$ cat config.mk
export PLATFORM = sky130hd
export DESIGN_NAME = fad_device_flat
export DESIGN_NICKNAME = d
export VERILOG_FILES = /design/src/fad_pkg.sv /design/src/fad_link_if.sv /design/src/fad_device.sv /design/src/flat_wrapper.sv
export SDC_FILE = /design/constraint.sdc
export NUM_CORES = 1
export LEC_CHECK = 0
export ABC_AREA = 1
export BUFFER_PORTS_ARGS = -buffer_cell sky130_fd_sc_hd__buf_2
export CORE_ASPECT_RATIO = 1.2
export CORE_MARGIN = 2
export CORE_UTILIZATION = 45
export DETAILED_ROUTE_END_ITERATION = 10
export GPL_ROUTABILITY_DRIVEN = 0
export HOLD_SLACK_MARGIN = 0.02
export PLACE_DENSITY_LB_ADDON = 0.1
export SETUP_SLACK_MARGIN = 0.3
export SYNTH_ARGS = -nofsm -noshare
export SYNTH_HDL_FRONTEND = slang
export SYNTH_SLANG_ARGS = --single-unit
$ cat constraint.sdc
create_clock -name i_clock -period 5.8 [get_ports i_clock]
set_input_delay 1.45 -clock i_clock [delete_from_list [all_inputs] [get_ports i_clock]]
set_output_delay 1.45 -clock i_clock [all_outputs]
set_load 0.01 [all_outputs]
$ cat src/fad_pkg.sv
// Purpose: shared constants for the flash instruction and address decoder
// Assumes: spi mode 0, single-bit or quad-all instruction and address phase
// Notes: opcode classes, address widths and timing counts live here
package fad_pkg;

  localparam int ADDR_LEN_BIT = 7;
  localparam int CLK_DIV = 4;
  localparam logic [3:0] BITS_PER_BYTE = 4'h8;
  localparam logic [2:0] ADDR_BYTES_NONE = 3'h0;
  localparam logic [2:0] ADDR_BYTES_SHORT = 3'h3;
  localparam logic [2:0] ADDR_BYTES_LONG = 3'h4;

  localparam logic [7:0] OP_IDENT_READ = 8'h9f;
  localparam logic [7:0] OP_PARAM_TABLE_READ = 8'h5a;
  localparam logic [7:0] OP_FAIL_FLAGS_CLEAR = 8'h30;
  localparam logic [7:0] OP_FAIL_FLAGS_CLEAR_ALT = 8'h82;
  localparam logic [7:0] OP_WIDE_ADDR_MODE_ENTRY = 8'hb7;
  localparam logic [7:0] OP_STATUS_CONFIG_WRITE = 8'h01;

  typedef enum logic [2:0] {
    FAD_CMD_NONE,
    FAD_CMD_ADDRESSED,
    FAD_CMD_IDENT,
    FAD_CMD_CLEAR,
    FAD_CMD_RESUME,
    FAD_CMD_WIDE_ENTRY,
    FAD_CMD_REG_WRITE
  } fad_cmd_type;

  // opcodes that always carry a 32-bit address
  function automatic logic fad_is_wide(input logic [7:0] op);
    case (op)
      8'h13, 8'h0c, 8'hbc, 8'hec, 8'hee: fad_is_wide = 1'b1;
      8'h12, 8'h21, 8'hdc, 8'he0, 8'he1, 8'he2, 8'he3:
        fad_is_wide = 1'b1;
      default: fad_is_wide = 1'b0;
    endcase
  endfunction

  // legacy opcodes whose width follows the address-length bit
  function automatic logic fad_is_legacy(input logic [7:0] op);
    case (op)
      8'h03, 8'h0b, 8'hbb, 8'heb, 8'hed, 8'h02, 8'h20, 8'hd8, 8'h65,
      8'h71, 8'hd0, 8'h42, 8'h4b, 8'hfa, 8'hfb, 8'hfc, 8'hfd:
        fad_is_legacy = 1'b1;
      default: fad_is_legacy = 1'b0;
    endcase
  endfunction

  // address bytes needed for an opcode; wide_mode is the length bit
  function automatic logic [2:0] fad_addr_bytes(input logic [7:0] op,
                                               input logic wide_mode);
    if (fad_is_wide(op)) begin
      fad_addr_bytes = ADDR_BYTES_LONG;
    end else if (fad_is_legacy(op)) begin
      fad_addr_bytes = wide_mode ? ADDR_BYTES_LONG
                                 : ADDR_BYTES_SHORT;
    end else if (op == OP_PARAM_TABLE_READ) begin
      fad_addr_bytes = ADDR_BYTES_SHORT;
    end else begin
      fad_addr_bytes = ADDR_BYTES_NONE;
    end
  endfunction

endpackage

$ cat src/fad_link_if.sv
// Purpose: spi link between flash decoder and host controller
// Assumes: quad pins resolved by the bench from the enables
// Notes: enables are active low, low means this end drives
`timescale 1ns/1ps
interface fad_link_if;
  logic cs_b;
  logic sck;
  logic [3:0] io_host_out;
  logic [3:0] io_host_oe_b;
  logic [3:0] io_dev_out;
  logic [3:0] io_dev_oe_b;
  logic [3:0] io_in;

  modport dev (
    input cs_b, sck, io_in,
    output io_dev_out, io_dev_oe_b
  );
  modport host (
    output cs_b, sck, io_host_out, io_host_oe_b,
    input io_in
  );
endinterface

$ cat src/fad_device.sv
// Purpose: flash end: takes instruction, counts address, decodes command
// Assumes: spi mode 0; link pins sampled by i_clock through two flops
// Notes: data phases are outside this block; it only hands over
`timescale 1ns/1ps
module fad_device (
  // clock and reset
  input wire logic i_clock,
  input wire logic i_rst_b,
  input wire logic i_enable,
  // link
  fad_link_if.dev link,
  // configuration
  input wire logic i_quad_all_protocol,
  input wire logic i_resume_option,
  input wire logic i_nonvolatile_config_two,
  input wire logic i_soft_reset,
  // decoded results
  output logic o_volatile_config_two,
  output logic o_cmd_valid,
  output logic [7:0] o_opcode,
  output logic [31:0] o_address,
  output logic [2:0] o_addr_bytes,
  output logic o_fail_flags_clear,
  output logic o_resume,
  output logic o_ident_read,
  output logic o_reg_write,
  output logic o_ignored
);

  typedef enum logic [1:0] {
    FAD_DEV_IDLE, FAD_DEV_OPCODE, FAD_DEV_ADDR, FAD_DEV_HOLD
  } fad_dev_state_type;

  ////////////////////////////////////////////////////////////////////////
  // link synchronisers
  logic [1:0] cs_sync, sck_sync;
  logic [3:0] io_meta, io_sync;
  logic sck_last;
  always_ff @(posedge i_clock or negedge i_rst_b) begin
    if (!i_rst_b) begin
      cs_sync <= 2'h3;
      sck_sync <= 2'h0;
      io_meta <= 4'h0;
      io_sync <= 4'h0;
      sck_last <= 1'b0;
    end else if (i_enable) begin
      cs_sync <= {cs_sync[0], link.cs_b};
      sck_sync <= {sck_sync[0], link.sck};
      io_meta <= link.io_in;
      io_sync <= io_meta;
      sck_last <= sck_sync[1];
    end
  end
  wire logic cs_low = !cs_sync[1];
  wire logic sck_rise = sck_sync[1] && !sck_last;
  // quad-all shifts a nibble per edge, else one bit on io0
  wire logic [2:0] step = i_quad_all_protocol ? 3'h4 : 3'h1;

  assign link.io_dev_out = 4'h0;
  assign link.io_dev_oe_b = 4'hf;

  ////////////////////////////////////////////////////////////////////////
  // decoder
  fad_dev_state_type state, next_state;
  logic [7:0] shift, next_shift;
  logic [3:0] bit_cnt, next_bit_cnt;
  logic [2:0] byte_cnt, next_byte_cnt;
  logic [2:0] need, next_need;
  logic [31:0] addr, next_addr;
  logic wide_mode, next_wide_mode;
  logic cmd_valid, next_cmd_valid;
  logic clr, next_clr, res, next_res, idr, next_idr, status_config_write, next_wrr;
  logic ign, next_ign;
  logic [7:0] opc, next_opc;
  logic [7:0] byte_in;
  logic [3:0] bit_sum;
  logic strap_done;

  always_comb begin
    next_state = state;
    next_shift = shift;
    next_bit_cnt = bit_cnt;
    next_byte_cnt = byte_cnt;
    next_need = need;
    next_addr = addr;
    next_wide_mode = wide_mode;
    next_cmd_valid = 1'b0;
    next_clr = 1'b0;
    next_res = 1'b0;
    next_idr = 1'b0;
    next_wrr = 1'b0;
    next_ign = 1'b0;
    next_opc = opc;
    bit_sum = bit_cnt + {1'b0, step};
    // msb first, nibble lsb on io0
    byte_in = i_quad_all_protocol ? {shift[3:0], io_sync}
                                  : {shift[6:0], io_sync[0]};
    // the decoder itself must see the strap after a hard reset too
    if (i_soft_reset || !strap_done) begin
      next_wide_mode = i_nonvolatile_config_two;
    end
    case (state)
      FAD_DEV_IDLE: begin
        if (cs_low) begin
          next_state = FAD_DEV_OPCODE;
          next_bit_cnt = 4'h0;
        end
      end
      FAD_DEV_OPCODE: begin
        if (sck_rise) begin
          next_shift = byte_in;
          next_bit_cnt = bit_sum;
          if (bit_sum == fad_pkg::BITS_PER_BYTE) begin
            next_bit_cnt = 4'h0;
            next_opc = byte_in;
            next_byte_cnt = 3'h0;
            next_addr = 32'h0;
            next_need = fad_pkg::fad_addr_bytes(byte_in, wide_mode);
            next_state = FAD_DEV_HOLD;
            if (next_need != fad_pkg::ADDR_BYTES_NONE) begin
              next_state = FAD_DEV_ADDR;
            end else if (byte_in == fad_pkg::OP_IDENT_READ) begin
              next_idr = 1'b1;
              next_cmd_valid = 1'b1;
            end else if (byte_in == fad_pkg::OP_FAIL_FLAGS_CLEAR) begin
              next_clr = !i_resume_option;
              next_res = i_resume_option;
              next_cmd_valid = 1'b1;
            end else if (byte_in == fad_pkg::OP_FAIL_FLAGS_CLEAR_ALT) begin
              next_clr = 1'b1;
              next_cmd_valid = 1'b1;
            end else if (byte_in == fad_pkg::OP_WIDE_ADDR_MODE_ENTRY
                         && !i_quad_all_protocol) begin
              next_wide_mode = 1'b1;
              next_cmd_valid = 1'b1;
            end else if (byte_in == fad_pkg::OP_STATUS_CONFIG_WRITE) begin
              next_wrr = 1'b1;
              next_cmd_valid = 1'b1;
            end else begin
              next_ign = 1'b1;
            end
          end
        end
      end
      FAD_DEV_ADDR: begin
        if (sck_rise) begin
          next_shift = byte_in;
          next_bit_cnt = bit_sum;
          if (bit_sum == fad_pkg::BITS_PER_BYTE) begin
            next_bit_cnt = 4'h0;
            next_addr = {addr[23:0], byte_in};
            next_byte_cnt = byte_cnt + 3'h1;
            if (byte_cnt + 3'h1 == need) begin
              next_cmd_valid = 1'b1;
              next_state = FAD_DEV_HOLD;
            end
          end
        end
      end
      FAD_DEV_HOLD: begin
        // later clocks belong to the data phase or are ignored
      end
      default: next_state = FAD_DEV_IDLE;
    endcase
    if (!cs_low) begin
      next_state = FAD_DEV_IDLE;
    end
  end

  always_ff @(posedge i_clock or negedge i_rst_b) begin
    if (!i_rst_b) begin
      state <= FAD_DEV_IDLE;
      shift <= 8'h0;
      bit_cnt <= 4'h0;
      byte_cnt <= 3'h0;
      need <= 3'h0;
      addr <= 32'h0;
      wide_mode <= 1'b0;
      cmd_valid <= 1'b0;
      clr <= 1'b0;
      res <= 1'b0;
      idr <= 1'b0;
      status_config_write <= 1'b0;
      ign <= 1'b0;
      opc <= 8'h0;
    end else if (i_enable) begin
      state <= next_state;
      shift <= next_shift;
      bit_cnt <= next_bit_cnt;
      byte_cnt <= next_byte_cnt;
      need <= next_need;
      addr <= next_addr;
      wide_mode <= next_wide_mode;
      cmd_valid <= next_cmd_valid;
      clr <= next_clr;
      res <= next_res;
      idr <= next_idr;
      status_config_write <= next_wrr;
      ign <= next_ign;
      opc <= next_opc;
    end
  end

  // reset cannot load a port value, so the strap is caught after release
  always_ff @(posedge i_clock or negedge i_rst_b) begin
    if (!i_rst_b) begin
      strap_done <= 1'b0;
    end else if (i_enable) begin
      strap_done <= 1'b1;
    end
  end
  logic len_bit;
  always_comb begin
    len_bit = strap_done ? wide_mode : i_nonvolatile_config_two;
  end

  always_ff @(posedge i_clock or negedge i_rst_b) begin
    if (!i_rst_b) begin
      o_volatile_config_two <= 1'b0;
    end else if (i_enable) begin
      o_volatile_config_two <= len_bit;
    end
  end
  assign o_cmd_valid = cmd_valid;
  assign o_opcode = opc;
  assign o_address = addr;
  assign o_addr_bytes = need;
  assign o_fail_flags_clear = clr;
  assign o_resume = res;
  assign o_ident_read = idr;
  assign o_reg_write = status_config_write;
  assign o_ignored = ign;

endmodule

$ cat src/flat_wrapper.sv
// flat-port wrapper written by rule: the top's interface ports become plain ports
module fad_device_flat 
  (i_clock, i_rst_b, i_enable, i_quad_all_protocol, i_resume_option, i_nonvolatile_config_two, i_soft_reset, o_volatile_config_two, o_cmd_valid, o_opcode, o_address, o_addr_bytes, o_fail_flags_clear, o_resume, o_ident_read, o_reg_write, o_ignored, link_cs_b, link_sck, link_io_in, link_io_dev_out, link_io_dev_oe_b);
  fad_link_if link_i ();
  input wire logic i_clock;
  input wire logic i_rst_b;
  input wire logic i_enable;
  input wire logic i_quad_all_protocol;
  input wire logic i_resume_option;
  input wire logic i_nonvolatile_config_two;
  input wire logic i_soft_reset;
  output logic o_volatile_config_two;
  output logic o_cmd_valid;
  output logic [7:0] o_opcode;
  output logic [31:0] o_address;
  output logic [2:0] o_addr_bytes;
  output logic o_fail_flags_clear;
  output logic o_resume;
  output logic o_ident_read;
  output logic o_reg_write;
  output logic o_ignored;
  input wire logic [$bits(link_i.cs_b)-1:0] link_cs_b;
  input wire logic [$bits(link_i.sck)-1:0] link_sck;
  input wire logic [$bits(link_i.io_in)-1:0] link_io_in;
  output wire logic [$bits(link_i.io_dev_out)-1:0] link_io_dev_out;
  output wire logic [$bits(link_i.io_dev_oe_b)-1:0] link_io_dev_oe_b;
  assign link_i.cs_b = link_cs_b;
  assign link_i.sck = link_sck;
  assign link_i.io_in = link_io_in;
  assign link_io_dev_out = link_i.io_dev_out;
  assign link_io_dev_oe_b = link_i.io_dev_oe_b;
  fad_device u_core (.i_clock(i_clock), .i_rst_b(i_rst_b), .i_enable(i_enable), .link(link_i), .i_quad_all_protocol(i_quad_all_protocol), .i_resume_option(i_resume_option), .i_nonvolatile_config_two(i_nonvolatile_config_two), .i_soft_reset(i_soft_reset), .o_volatile_config_two(o_volatile_config_two), .o_cmd_valid(o_cmd_valid), .o_opcode(o_opcode), .o_address(o_address), .o_addr_bytes(o_addr_bytes), .o_fail_flags_clear(o_fail_flags_clear), .o_resume(o_resume), .o_ident_read(o_ident_read), .o_reg_write(o_reg_write), .o_ignored(o_ignored));
endmodule
==> run summary, run 1 <==
Cts bufs inserted = 9
Total number of placement rows = 38
Part of the total power dissipated in the clock network = 22.9%
Core Area = 0.00908 mm2
Count of inserted antenna diode cells = 0
Clock Sinks = 80
Largest net degree at the start of global routing = 81
Final WL = 9210 um
Setup slack on the worst flop-to-flop path = 3.22 ns
Maximum root-to-sink buffer count = 2
Switch share = 39.8%
Wire length of the first global-routing pass = 15600 um
TritonCTS clock tree = built
Relative max-transition margin = 34.4%
Synthesized area per cell = 7.81 um2
Clk root buf = sky130_fd_sc_hd__clkbuf_8
Post-Syn Area = 0.00424 mm2
Die area = 0.0102 mm2
DP HPWL = 6490 um
Result of the run = finished clean
Commonest register cell after synthesis = sky130_fd_sc_hd__dfrtp_1
Final number of setup-violating endpoints = 0
Cell occurring most often along the worst timing path = sky130_fd_sc_hd__nand2_1
Delay contributed by the slowest stage of the critical path = 0.49 ns
Clock skew after layout = 0.00404 ns
Share of total power in sequential cells = 41.5%
Leakage power summed over all cells = 2.51 nW
Routed len/inst = 12.8 um
PnR Total Power = 1.82 mW
Largest voltage drop on the vdd net = 0.143 mV
Number of nets with antenna violations after detailed routing = 0
Max Cap Viol = 0
Vias in the first global route = 3254
Area grow syn2layout = 12.7%
# resized after CTS = 0
Worst-Skew Late Latency = 0.35 ns
Hold buffer count at CTS = 0
Transition at the pin with the smallest max-transition slack = 0.983 ns
Net count of the finished layout = 614
Final hold vios = 0
Net switching power of the design = 0.723 mW
Startpoint kind of the worst setup timing path = input port
1st-iter DRT viols = 238
Internal Dissipation = 1.10 mW
First-pass detailed-route iteration total = 4
Starting utilization of the core area = 46.6%
Number of synthesized register bits = 80
Slowest stage cell, crit path = sky130_fd_sc_hd__nand3_1
CP Data Required Time = 6.08 ns
Period utilization = 65.9%
Clock edge transition at the registers on the reported setup and hold paths = 0.08 ns
Via Count = 3530
Number of enable-type register cells in the synthesized netlist = 0
Highest clock rate = 262 MHz
Synth warnings = 0
Congestion Overflow GR = 0
Final-layout setup total negative slack = 0 ns
Antenna violations before repair = 0
Deepest level of the CTS H-tree = 3
Top Ports = 71
Power density of the placed cells = 381 mW/mm2
Number of distinct library cell variants in the gate-level netlist after synthesis = 38
Tightest Hold Check Type = reg2reg
Die boundary width = 92.6 um
Number of pins with negative max-slew slack in the final report = 0
Worst setup path class = in2reg
Number of port buffers = 62
Async set-reset flop share out of synthesis = 100%
Total Routing Usage GR = 19.6%
Floorplan die height = 110 um
DRC violation count after routing = 0
Worst setup EP type = register
Postcts setup bufs = 0
Unrepaired setup endpoints after global routing = no
Vias/cell = 4.92
Cell count after synthesis = 542
Data arrival time of the critical path = 4.10 ns
Hold Worst Slack = 0.464 ns
Crit-path cells = buf_2 > inv_4 > ha_1 > ha_1 > xnor2_1 > nand2_1 > nor2_2 > nand2_1 > inv_2 > nand3_1 > nor3_2 > nand2_1 > o21ai_1
Period minus WS final = 3.82 ns
Sequential-to-total area share from yosys stat = 47.3%
Part of the total power dissipated in combinational logic = 35.6%
Highest net fanout along the worst path = 20
Share of final-layout standard cells stronger than drive strength 1 = 19.7%
-- power groups by stage --
| stage | Clock, mW | Sequential, mW | Combinational, mW |
|---|---|---|---|
| after CTS | 0.431 | 0.756 | 0.650 |
| after floorplan | 0 | 0.778 | 0.445 |
| after global routing | 0.462 | 0.772 | 0.737 |
| after global placement | 0 | 0.764 | 0.642 |
| after detailed placement | 0 | 0.767 | 0.648 |
| final | 0.417 | 0.755 | 0.647 |
-- cell usage after synthesis, types with 2 or more instances --
master	n	area (um2)
sky130_fd_sc_hd__dfstp_2	2	52.6
sky130_fd_sc_hd__buf_4	10	75.1
sky130_fd_sc_hd__conb_1	2	7.51
sky130_fd_sc_hd__nor2_1	31	116
sky130_fd_sc_hd__nand2_2	14	87.6
sky130_fd_sc_hd__nor3_1	3	15.0
sky130_fd_sc_hd__nand2_1	140	526
sky130_fd_sc_hd__nand2_4	10	113
sky130_fd_sc_hd__nor2_2	4	25.0
sky130_fd_sc_hd__dfrtp_1	78	1950
sky130_fd_sc_hd__o21ai_1	4	20.0
sky130_fd_sc_hd__a21oi_1	5	25.0
sky130_fd_sc_hd__nand4_1	2	12.5
sky130_fd_sc_hd__o22ai_1	3	18.8
sky130_fd_sc_hd__inv_1	68	255
sky130_fd_sc_hd__inv_2	4	15.0
sky130_fd_sc_hd__nand3_1	49	245
sky130_fd_sc_hd__clkbuf_1	14	52.6
sky130_fd_sc_hd__buf_2	5	25.0
sky130_fd_sc_hd__ha_1	8	100
sky130_fd_sc_hd__o21ai_0	69	345
-- path summary, 6_finish.rpt --
check | from | to | cells past startpoint
max | i_quad_all_protocol | u_core.o_addr_bytes[1] | 13
min | u_core.cs_sync[0] | u_core.cs_sync[0] | 2
max reg2reg | u_core.bit_cnt[0] | u_core.o_addr_bytes[1] | 11
min reg2reg | u_core.cs_sync[0] | u_core.cs_sync[0] | 2
max in group asynchronous | i_rst_b | u_core.state[0] | 1
min in group asynchronous | i_rst_b | u_core.o_address[18] | 1
-- metal layers --
layer / GRT usage (%) / vias to the layer above / share of wire, %
li1: - / 1799 / -
met1: 26.1 / 1624 / 46
met2: 30.8 / 86 / 47
met3: 4.49 / 21 / 4.6
met4: 8.32 / 0 / 2.4
met5: 0 / - / 0
-- worst max-delay path: cells and delay by family --
kind / cells / cell delay, ns
AND/OR/NAND/NOR: 6 / 1.36
buffers and inverters: 3 / 0.55
adder cells (fa/ha/maj): 2 / 0.45
XOR/XNOR: 1 / 0.18
AO/OA/AOI/OAI: 1 / 0.11
-- layout by cell type, fill, tap and decap left out, types with 2 or more instances in the layout --
master / instances
sky130_fd_sc_hd__nand2_1: 140
sky130_fd_sc_hd__dfrtp_1: 78
sky130_fd_sc_hd__a21oi_1: 5
sky130_fd_sc_hd__clkinv_2: 2
sky130_fd_sc_hd__nor2_2: 4
sky130_fd_sc_hd__o22ai_1: 3
sky130_fd_sc_hd__ha_1: 8
sky130_fd_sc_hd__conb_1: 8
sky130_fd_sc_hd__o21ai_1: 4
sky130_fd_sc_hd__nor3_1: 3
sky130_fd_sc_hd__nand2_4: 10
sky130_fd_sc_hd__clkbuf_1: 2
sky130_fd_sc_hd__nand2_2: 14
sky130_fd_sc_hd__clkbuf_8: 11
sky130_fd_sc_hd__inv_2: 4
sky130_fd_sc_hd__o21ai_0: 69
sky130_fd_sc_hd__nand4_1: 2
sky130_fd_sc_hd__dfstp_2: 2
sky130_fd_sc_hd__buf_2: 61
sky130_fd_sc_hd__inv_1: 68
sky130_fd_sc_hd__nor2_1: 31
sky130_fd_sc_hd__buf_4: 4
sky130_fd_sc_hd__nand3_1: 49
-- flip-flops by register name, indices dropped and copies added (netlist names), 2 cells and up --
name                 count
u_core.o_address        32
u_core.o_opcode          8
u_core.shift             7
u_core.bit_cnt           4
u_core.io_meta           4
u_core.io_sync           4
u_core.byte_cnt          3
u_core.cs_sync           2
u_core.o_addr_bytes      2
u_core.sck_sync          2
u_core.state             2
-- kinds of logic after synthesis --
kind of cell	count (synthesis)	share of synthesized area, %
other cells	2	0.177
fa+ha+maj	8	2.36
simple gates	259	28.1
xor+xnor	2	0.414
flops	80	47.3
buf+inv	104	10.8
compound gates	87	10.9
-- metrics by stage --
stage	std cells	setup WS (ns)	area (um2)	utilization, %
finish	718	1.98	4770	52.5
floorplan	548	2.44	4260	-
CTS	718	1.97	4770	52.5
global placement	702	1.73	4570	50.4
detailed placement	702	1.60	4570	50.4
global route	718	1.69	4770	52.5
-- cell type report --
type | count | area, um2
Clock inverter | 3 | 40.0
Timing Repair Buffer | 65 | 335
Sequential cell | 80 | 2000
Fill cell | 914 | 4310
Tap cell | 120 | 150
Clock buffer | 13 | 159
Multi-Input combinational cell | 364 | 1810
Inverter | 73 | 277
(Power assumes the default switching activity.)
==> run 2: changes to the inputs <==
==> constraint.sdc (replaced) <==
create_clock -name i_clock -period 3.88 [get_ports i_clock]
set_input_delay 0.97 -clock i_clock [delete_from_list [all_inputs] [get_ports i_clock]]
set_output_delay 0.97 -clock i_clock [all_outputs]
set_load 0.01 [all_outputs]
==> run 2 against run 1 <==
Core utilization rose by 0.65 points; cell count rose by 0.42%; largest cell class unchanged; setup slack got worse by 1.3 ns; sequential share of layout area fell by 0.51 points; largest power group unchanged; clock power rose by 65%; critical path depth rose by 2.
==> run summary, run 2 (synthesized netlist as in run 1, its figures left out) <==
Result of the run = finished clean
Largest net degree at the start of global routing = 81 (unchanged)
Final number of setup-violating endpoints = 0 (unchanged)
Die boundary width = 92.6 um (unchanged)
Power density of the placed cells = 581 mW/mm2 (+52%)
Relative max-transition margin = 32.9% (-1.5 points)
Vias in the first global route = 3405 (+4.6%)
Postcts setup bufs = 0 (unchanged)
1st-iter DRT viols = 194 (-18%)
Die area = 0.0102 mm2 (unchanged)
Internal Dissipation = 1.72 mW (+57%)
Share of final-layout standard cells stronger than drive strength 1 = 20.3% (+0.57 points)
Largest voltage drop on the vdd net = 0.246 mV (+72%)
Hold Worst Slack = 0.468 ns (+0.00409 ns)
Max Cap Viol = 0 (unchanged)
Congestion Overflow GR = 0 (unchanged)
Number of port buffers = 62 (unchanged)
Worst-Skew Late Latency = 0.36 ns (about the same)
Highest clock rate = 313 MHz
Total met3 wirelength after detailed routing = 443 um (+5.7%)
Number of pins with negative max-slew slack in the final report = 0 (unchanged)
Top library cells by usage in the layout, fill and taps aside = sky130_fd_sc_hd__nand2_1 (140), sky130_fd_sc_hd__dfrtp_1 (78), sky130_fd_sc_hd__o21ai_0 (69), sky130_fd_sc_hd__inv_1 (68), sky130_fd_sc_hd__buf_2 (61)
Routed len/inst = 13.1 um (+2.1%)
# resized after CTS = 0 (unchanged)
DRC violation count after routing = 0 (unchanged)
Hold buffer count at CTS = 0 (unchanged)
Final hold vios = 0 (unchanged)
Unrepaired setup endpoints after global routing = no
Setup slack on the worst flop-to-flop path = 1.44 ns (-1.78 ns)
Clk root buf = sky130_fd_sc_hd__clkbuf_8
Clock Sinks = 80 (unchanged)
Clock edge transition at the registers on the reported setup and hold paths = 0.08 ns (about the same)
Total number of placement rows = 38 (unchanged)
DP HPWL = 6700 um (+3.1%)
Tightest Hold Check Type = reg2reg
Most common cell after layout, fill and taps aside = sky130_fd_sc_hd__nand2_1
Floorplan die height = 110 um (unchanged)
Startpoint kind of the worst setup timing path = input port
Worst setup path class = in2reg
Share of total power in sequential cells = 40.2% (-1.3 points)
Final core area utilization = 53.2% (+0.65 points)
Wire length of the first global-routing pass = 15900 um (+2.3%)
Number of nets with antenna violations after detailed routing = 0 (unchanged)
Count of inserted antenna diode cells = 0 (unchanged)
Final WL = 9440 um (+2.5%)
Maximum root-to-sink buffer count = 2 (unchanged)
Via Count = 3553 (+0.65%)
Switch share = 38.8% (-0.97 points)
First-pass detailed-route iteration total = 5 (+1)
Worst Reg2Reg Path Length in Cells = 13 (+2)
Period utilization = 82.3%
Area grow syn2layout = 14.1%
TritonCTS clock tree = built
Uppermost metal layer occupied by signal nets = met4
Net count of the finished layout = 618 (+0.65%)
Worst Hold Depth = 2 (unchanged)
Core Area = 0.00908 mm2 (unchanged)
CP Data Required Time = 4.15 ns (-1.93 ns)
Net switching power of the design = 1.09 mW (+51%)
Top Ports = 71 (unchanged)
Part of the total power dissipated in the clock network = 24.5% (+1.6 points)
Cts bufs inserted = 9 (unchanged)
Flip-flop count of the largest register, all copies and words added = 32 (unchanged)
Final-layout setup total negative slack = 0 ns (unchanged)
Worst setup EP type = register
Met1 Routed Length = 4160 um (-1.8%)
Vias/cell = 4.93 (+0.23%)
Highest net fanout along the worst path = 30 (+50%)
Deepest level of the CTS H-tree = 3 (unchanged)
Met2 wire length = 4680 um (+8.0%)
Period minus WS final = 3.19 ns
Data arrival time of the critical path = 3.47 ns (-0.63 ns)
Clock skew after layout = 0.00856 ns (+0.00451 ns)
Leakage power summed over all cells = 2.54 nW (+1.2%)
Transition at the pin with the smallest max-transition slack = 1.01 ns (+0.0227 ns)
Starting utilization of the core area = 46.6% (unchanged)
Antenna violations before repair = 0 (unchanged)
Part of the total power dissipated in combinational logic = 35.4% (-0.2 points)
Total Routing Usage GR = 19.9% (+0.34 points)
## run 2: worst max-delay path: stages
cell and delay (ns):
sky130_fd_sc_hd__buf_2 0.29, sky130_fd_sc_hd__inv_4 0.18, sky130_fd_sc_hd__ha_1 0.26, sky130_fd_sc_hd__ha_1 0.30, sky130_fd_sc_hd__nor2_1 0.13, sky130_fd_sc_hd__nand2_1 0.09, sky130_fd_sc_hd__nor2_2 0.18, sky130_fd_sc_hd__nand2_1 0.12
sky130_fd_sc_hd__inv_2 0.08, sky130_fd_sc_hd__nand2_1 0.09, sky130_fd_sc_hd__o31ai_4 0.15, sky130_fd_sc_hd__buf_8 0.25, sky130_fd_sc_hd__buf_4 0.22, sky130_fd_sc_hd__nand3_1 0.08, sky130_fd_sc_hd__o21ai_0 0.09
## run 2: cell type report
| cell class | instances | area, um2 |
|---|---|---|
| well taps | 120 | 150 |
| inverters | 73 | 277 |
| clock buffers | 12 | 155 |
| repair buffers | 69 | 373 |
| clock inverters | 3 | 65.1 |
| multi-input cells | 364 | 1810 |
| flip-flops and latches | 80 | 2000 |
| fillers | 889 | 4250 |
## run 2: power groups by stage
stage	Sequential, mW	Combinational [mW]	Clock [mW]
floorplan	1.16	0.665	0
global placement	1.14	0.966	0
detailed placement	1.15	0.978	0
CTS	1.13	0.986	0.710
global route	1.15	1.13	0.743
finish	1.13	0.993	0.687
## run 2: path summary, 6_finish.rpt
kind | to | from
max | u_core.o_address[31] | i_quad_all_protocol
min | u_core.cs_sync[0] | u_core.cs_sync[0]
max reg2reg | u_core.o_address[31] | u_core.bit_cnt[0]
min reg2reg | u_core.cs_sync[0] | u_core.cs_sync[0]
max in group asynchronous | u_core.shift[1] | i_rst_b
min in group asynchronous | u_core.o_address[18] | i_rst_b
## run 2: layer usage
metal  vias to the layer above  global-route usage, %
met5                         -                      0
met4                         0                   7.68
met3                        14                   4.76
met2                        95                   33.9
met1                      1633                   24.6
li1                       1811                      -
## run 2: per-stage QoR
| stage | total power, mW | cells | setup WS [ns] | cell area [um2] |
|---|---|---|---|---|
| floorplan | 1.83 | 548 | 1.00 | 4260 |
| global placement | 2.11 | 705 | 0.359 | 4600 |
| detailed placement | 2.12 | 705 | 0.275 | 4600 |
| CTS | 2.83 | 720 | 0.645 | 4820 |
| global route | 3.02 | 721 | 0.374 | 4830 |
| finish | 2.81 | 721 | 0.685 | 4830 |
==> run 3: changes to the inputs <==
==> constraint.sdc (replaced) <==
create_clock -name i_clock -period 3.11 [get_ports i_clock]
set_input_delay 0.7775 -clock i_clock [delete_from_list [all_inputs] [get_ports i_clock]]
set_output_delay 0.7775 -clock i_clock [all_outputs]
set_load 0.01 [all_outputs]
==> run 3 against run 2 <==
Count of clock-buffer cells in the layout is 1 higher; non-clock buffer count up 1; clock power grew 13%; combinational power up 24%; clock skew shrank 0.0021 ns; total power rose by 22%; cell count up 0.28%; critical path depth shrank 1; sequential share of layout area up 0.075 points.
==> run summary, run 3 (synthesized netlist as in run 1, its figures left out) <==
Vias/cell = 4.89 (-0.78%)
Via Count = 3535 (-0.51%)
Net switching power of the design = 1.36 mW (+24%)
Hold Worst Slack = 0.466 ns (-0.00247 ns)
Core Area = 0.00908 mm2 (unchanged)
Transition at the pin with the smallest max-transition slack = 0.980 ns (-0.0255 ns)
DP HPWL = 6740 um (+0.58%)
Net count of the finished layout = 619 (+0.16%)
Clock skew after layout = 0.00649 ns (-0.00207 ns)
Number of nets with antenna violations after detailed routing = 0 (unchanged)
Beginning of the worst hold path = u_core.cs_sync[0]
Maximum root-to-sink buffer count = 2 (unchanged)
TritonCTS clock tree = built
DRC violation count after routing = 0 (unchanged)
Internal Dissipation = 2.06 mW (+20%)
Relative max-transition margin = 34.6% (+1.7 points)
Starting utilization of the core area = 46.6% (unchanged)
Share of total power in sequential cells = 41.1% (+0.9 points)
Highest net fanout along the worst path = 44 (+47%)
Hold buffer count at CTS = 0 (unchanged)
Crit path launch = i_quad_all_protocol
1st-iter DRT viols = 221 (+14%)
Vias in the first global route = 3257 (-4.3%)
Part of the total power dissipated in the clock network = 22.8% (-1.7 points)
Final-layout setup total negative slack = 0 ns (unchanged)
Area grow syn2layout = 13.9%
Congestion Overflow GR = 0 (unchanged)
Floorplan die height = 110 um (unchanged)
Data arrival time of the critical path = 2.80 ns (-0.67 ns)
Unrepaired setup endpoints after global routing = no
Final WL = 9300 um (-1.4%)
Largest voltage drop on the vdd net = 0.303 mV (+23%)
Clk root buf = sky130_fd_sc_hd__clkbuf_8
Result of the run = finished clean
Flip-flop count of the largest register, all copies and words added = 32 (unchanged)
Die area = 0.0102 mm2 (unchanged)
Final core area utilization = 53.1% (-0.096 points)
Startpoint kind of the worst setup timing path = input port
Deepest level of the CTS H-tree = 3 (unchanged)
Total number of placement rows = 38 (unchanged)
Worst setup EP type = register
Number of port buffers = 62 (unchanged)
Max Cap Viol = 0 (unchanged)
CP Data Required Time = 3.38 ns (-0.77 ns)
Antenna violations before repair = 0 (unchanged)
Postcts setup bufs = 0 (unchanged)
Period utilization = 81.2%
Wire length of the first global-routing pass = 15400 um (-3.1%)
Part of the total power dissipated in combinational logic = 36.1% (+0.7 points)
Top Ports = 71 (unchanged)
Worst Hold Depth = 2 (unchanged)
Leakage power summed over all cells = 2.53 nW (-0.16%)
Worst-Skew Late Latency = 0.35 ns (about the same)
Switch share = 39.6% (+0.86 points)
Worst setup path class = in2reg
Clock edge transition at the registers on the reported setup and hold paths = 0.08 ns (about the same)
Cts bufs inserted = 9 (unchanged)
Die boundary width = 92.6 um (unchanged)
Period minus WS final = 2.53 ns
Power density of the placed cells = 709 mW/mm2 (+22%)
Clock Sinks = 80 (unchanged)
Highest clock rate = 396 MHz
Count of inserted antenna diode cells = 0 (unchanged)
Final hold vios = 0 (unchanged)
Tightest Hold Check Type = reg2reg
Startpoint of the worst register-to-register path = u_core.state[0]
Number of pins with negative max-slew slack in the final report = 0 (unchanged)
Worst Reg2Reg Path Length in Cells = 7 (-6)
Final number of setup-violating endpoints = 0 (unchanged)
Routed len/inst = 12.9 um (-1.7%)
Top library cells by usage in the layout, fill and taps aside = sky130_fd_sc_hd__nand2_1 (140), sky130_fd_sc_hd__dfrtp_1 (78), sky130_fd_sc_hd__o21ai_0 (69), sky130_fd_sc_hd__inv_1 (68), sky130_fd_sc_hd__buf_2 (61)
Total Routing Usage GR = 19.3% (-0.59 points)
Largest net degree at the start of global routing = 81 (unchanged)
# resized after CTS = 0 (unchanged)
First-pass detailed-route iteration total = 5 (unchanged)
Share of final-layout standard cells stronger than drive strength 1 = 20.4% (+0.099 points)
Most common cell after layout, fill and taps aside = sky130_fd_sc_hd__nand2_1
run 3: cell types whose count changed in the layout (fill, tap and decap cells not counted):
cell	previous run	this run
sky130_fd_sc_hd__buf_12	0	1
sky130_fd_sc_hd__bufinv_16	2	1
sky130_fd_sc_hd__clkbuf_1	1	2
sky130_fd_sc_hd__buf_4	7	8
sky130_fd_sc_hd__buf_8	1	0
sky130_fd_sc_hd__clkinv_2	1	2
run 3: final timing paths:
check                                       end  slack (ns)
max                        u_core.o_address[10]        0.58
max in group asynchronous       u_core.state[1]        1.91
min reg2reg                   u_core.cs_sync[0]        0.47
min                           u_core.cs_sync[0]        0.47
min in group asynchronous  u_core.o_address[18]        0.58
max reg2reg                u_core.o_address[10]        0.70
run 3: worst max-delay path, cell delays in order:
cell and delay (ns):
sky130_fd_sc_hd__buf_2 0.12, sky130_fd_sc_hd__inv_4 0.03, sky130_fd_sc_hd__ha_1 0.20, sky130_fd_sc_hd__ha_1 0.28, sky130_fd_sc_hd__nor2_1 0.12, sky130_fd_sc_hd__nand2_1 0.09, sky130_fd_sc_hd__nor2_2 0.18, sky130_fd_sc_hd__nand2_1 0.12
sky130_fd_sc_hd__inv_2 0.08, sky130_fd_sc_hd__nand2_1 0.09, sky130_fd_sc_hd__o31ai_4 0.23, sky130_fd_sc_hd__buf_12 0.28, sky130_fd_sc_hd__nand3_1 0.08, sky130_fd_sc_hd__o21ai_0 0.09
run 3: power by group through the flow:
stage | logic (mW) | clock network, mW | registers [mW]
global placement | 1.22 | 0 | 1.42
global route | 1.40 | 0.838 | 1.43
finish | 1.23 | 0.779 | 1.41
floorplan | 0.829 | 0 | 1.45
detailed placement | 1.23 | 0 | 1.43
CTS | 1.24 | 0.799 | 1.41
run 3: stage by stage:
step | power [mW] | cell area (um2) | worst slack (ns) | cells
floorplan | 2.28 | 4260 | 0.422 | 548
detailed placement | 2.66 | 4620 | 0.216 | 707
finish | 3.42 | 4820 | 0.584 | 723
CTS | 3.45 | 4820 | 0.593 | 723
global placement | 2.64 | 4620 | 0.268 | 707
global route | 3.67 | 4820 | 0.372 | 723
run 3: final cells by class:
| type | count | area (um2) |
|---|---|---|
| multi-input cells | 364 | 1810 |
| repair buffers | 70 | 385 |
| flip-flops and latches | 80 | 2000 |
| fillers | 895 | 4260 |
| clock buffers | 13 | 159 |
| inverters | 73 | 277 |
| clock inverters | 3 | 40.0 |
| well taps | 120 | 150 |
run 3: layer usage:
metal  GRT usage [%]  routed length, um  up-vias
li1                -                  -     1809
met4            6.72                148        0
met2            33.0               4550       83
met1            24.4               4180     1631
met3            4.28                429       12
met5               0                  0        -
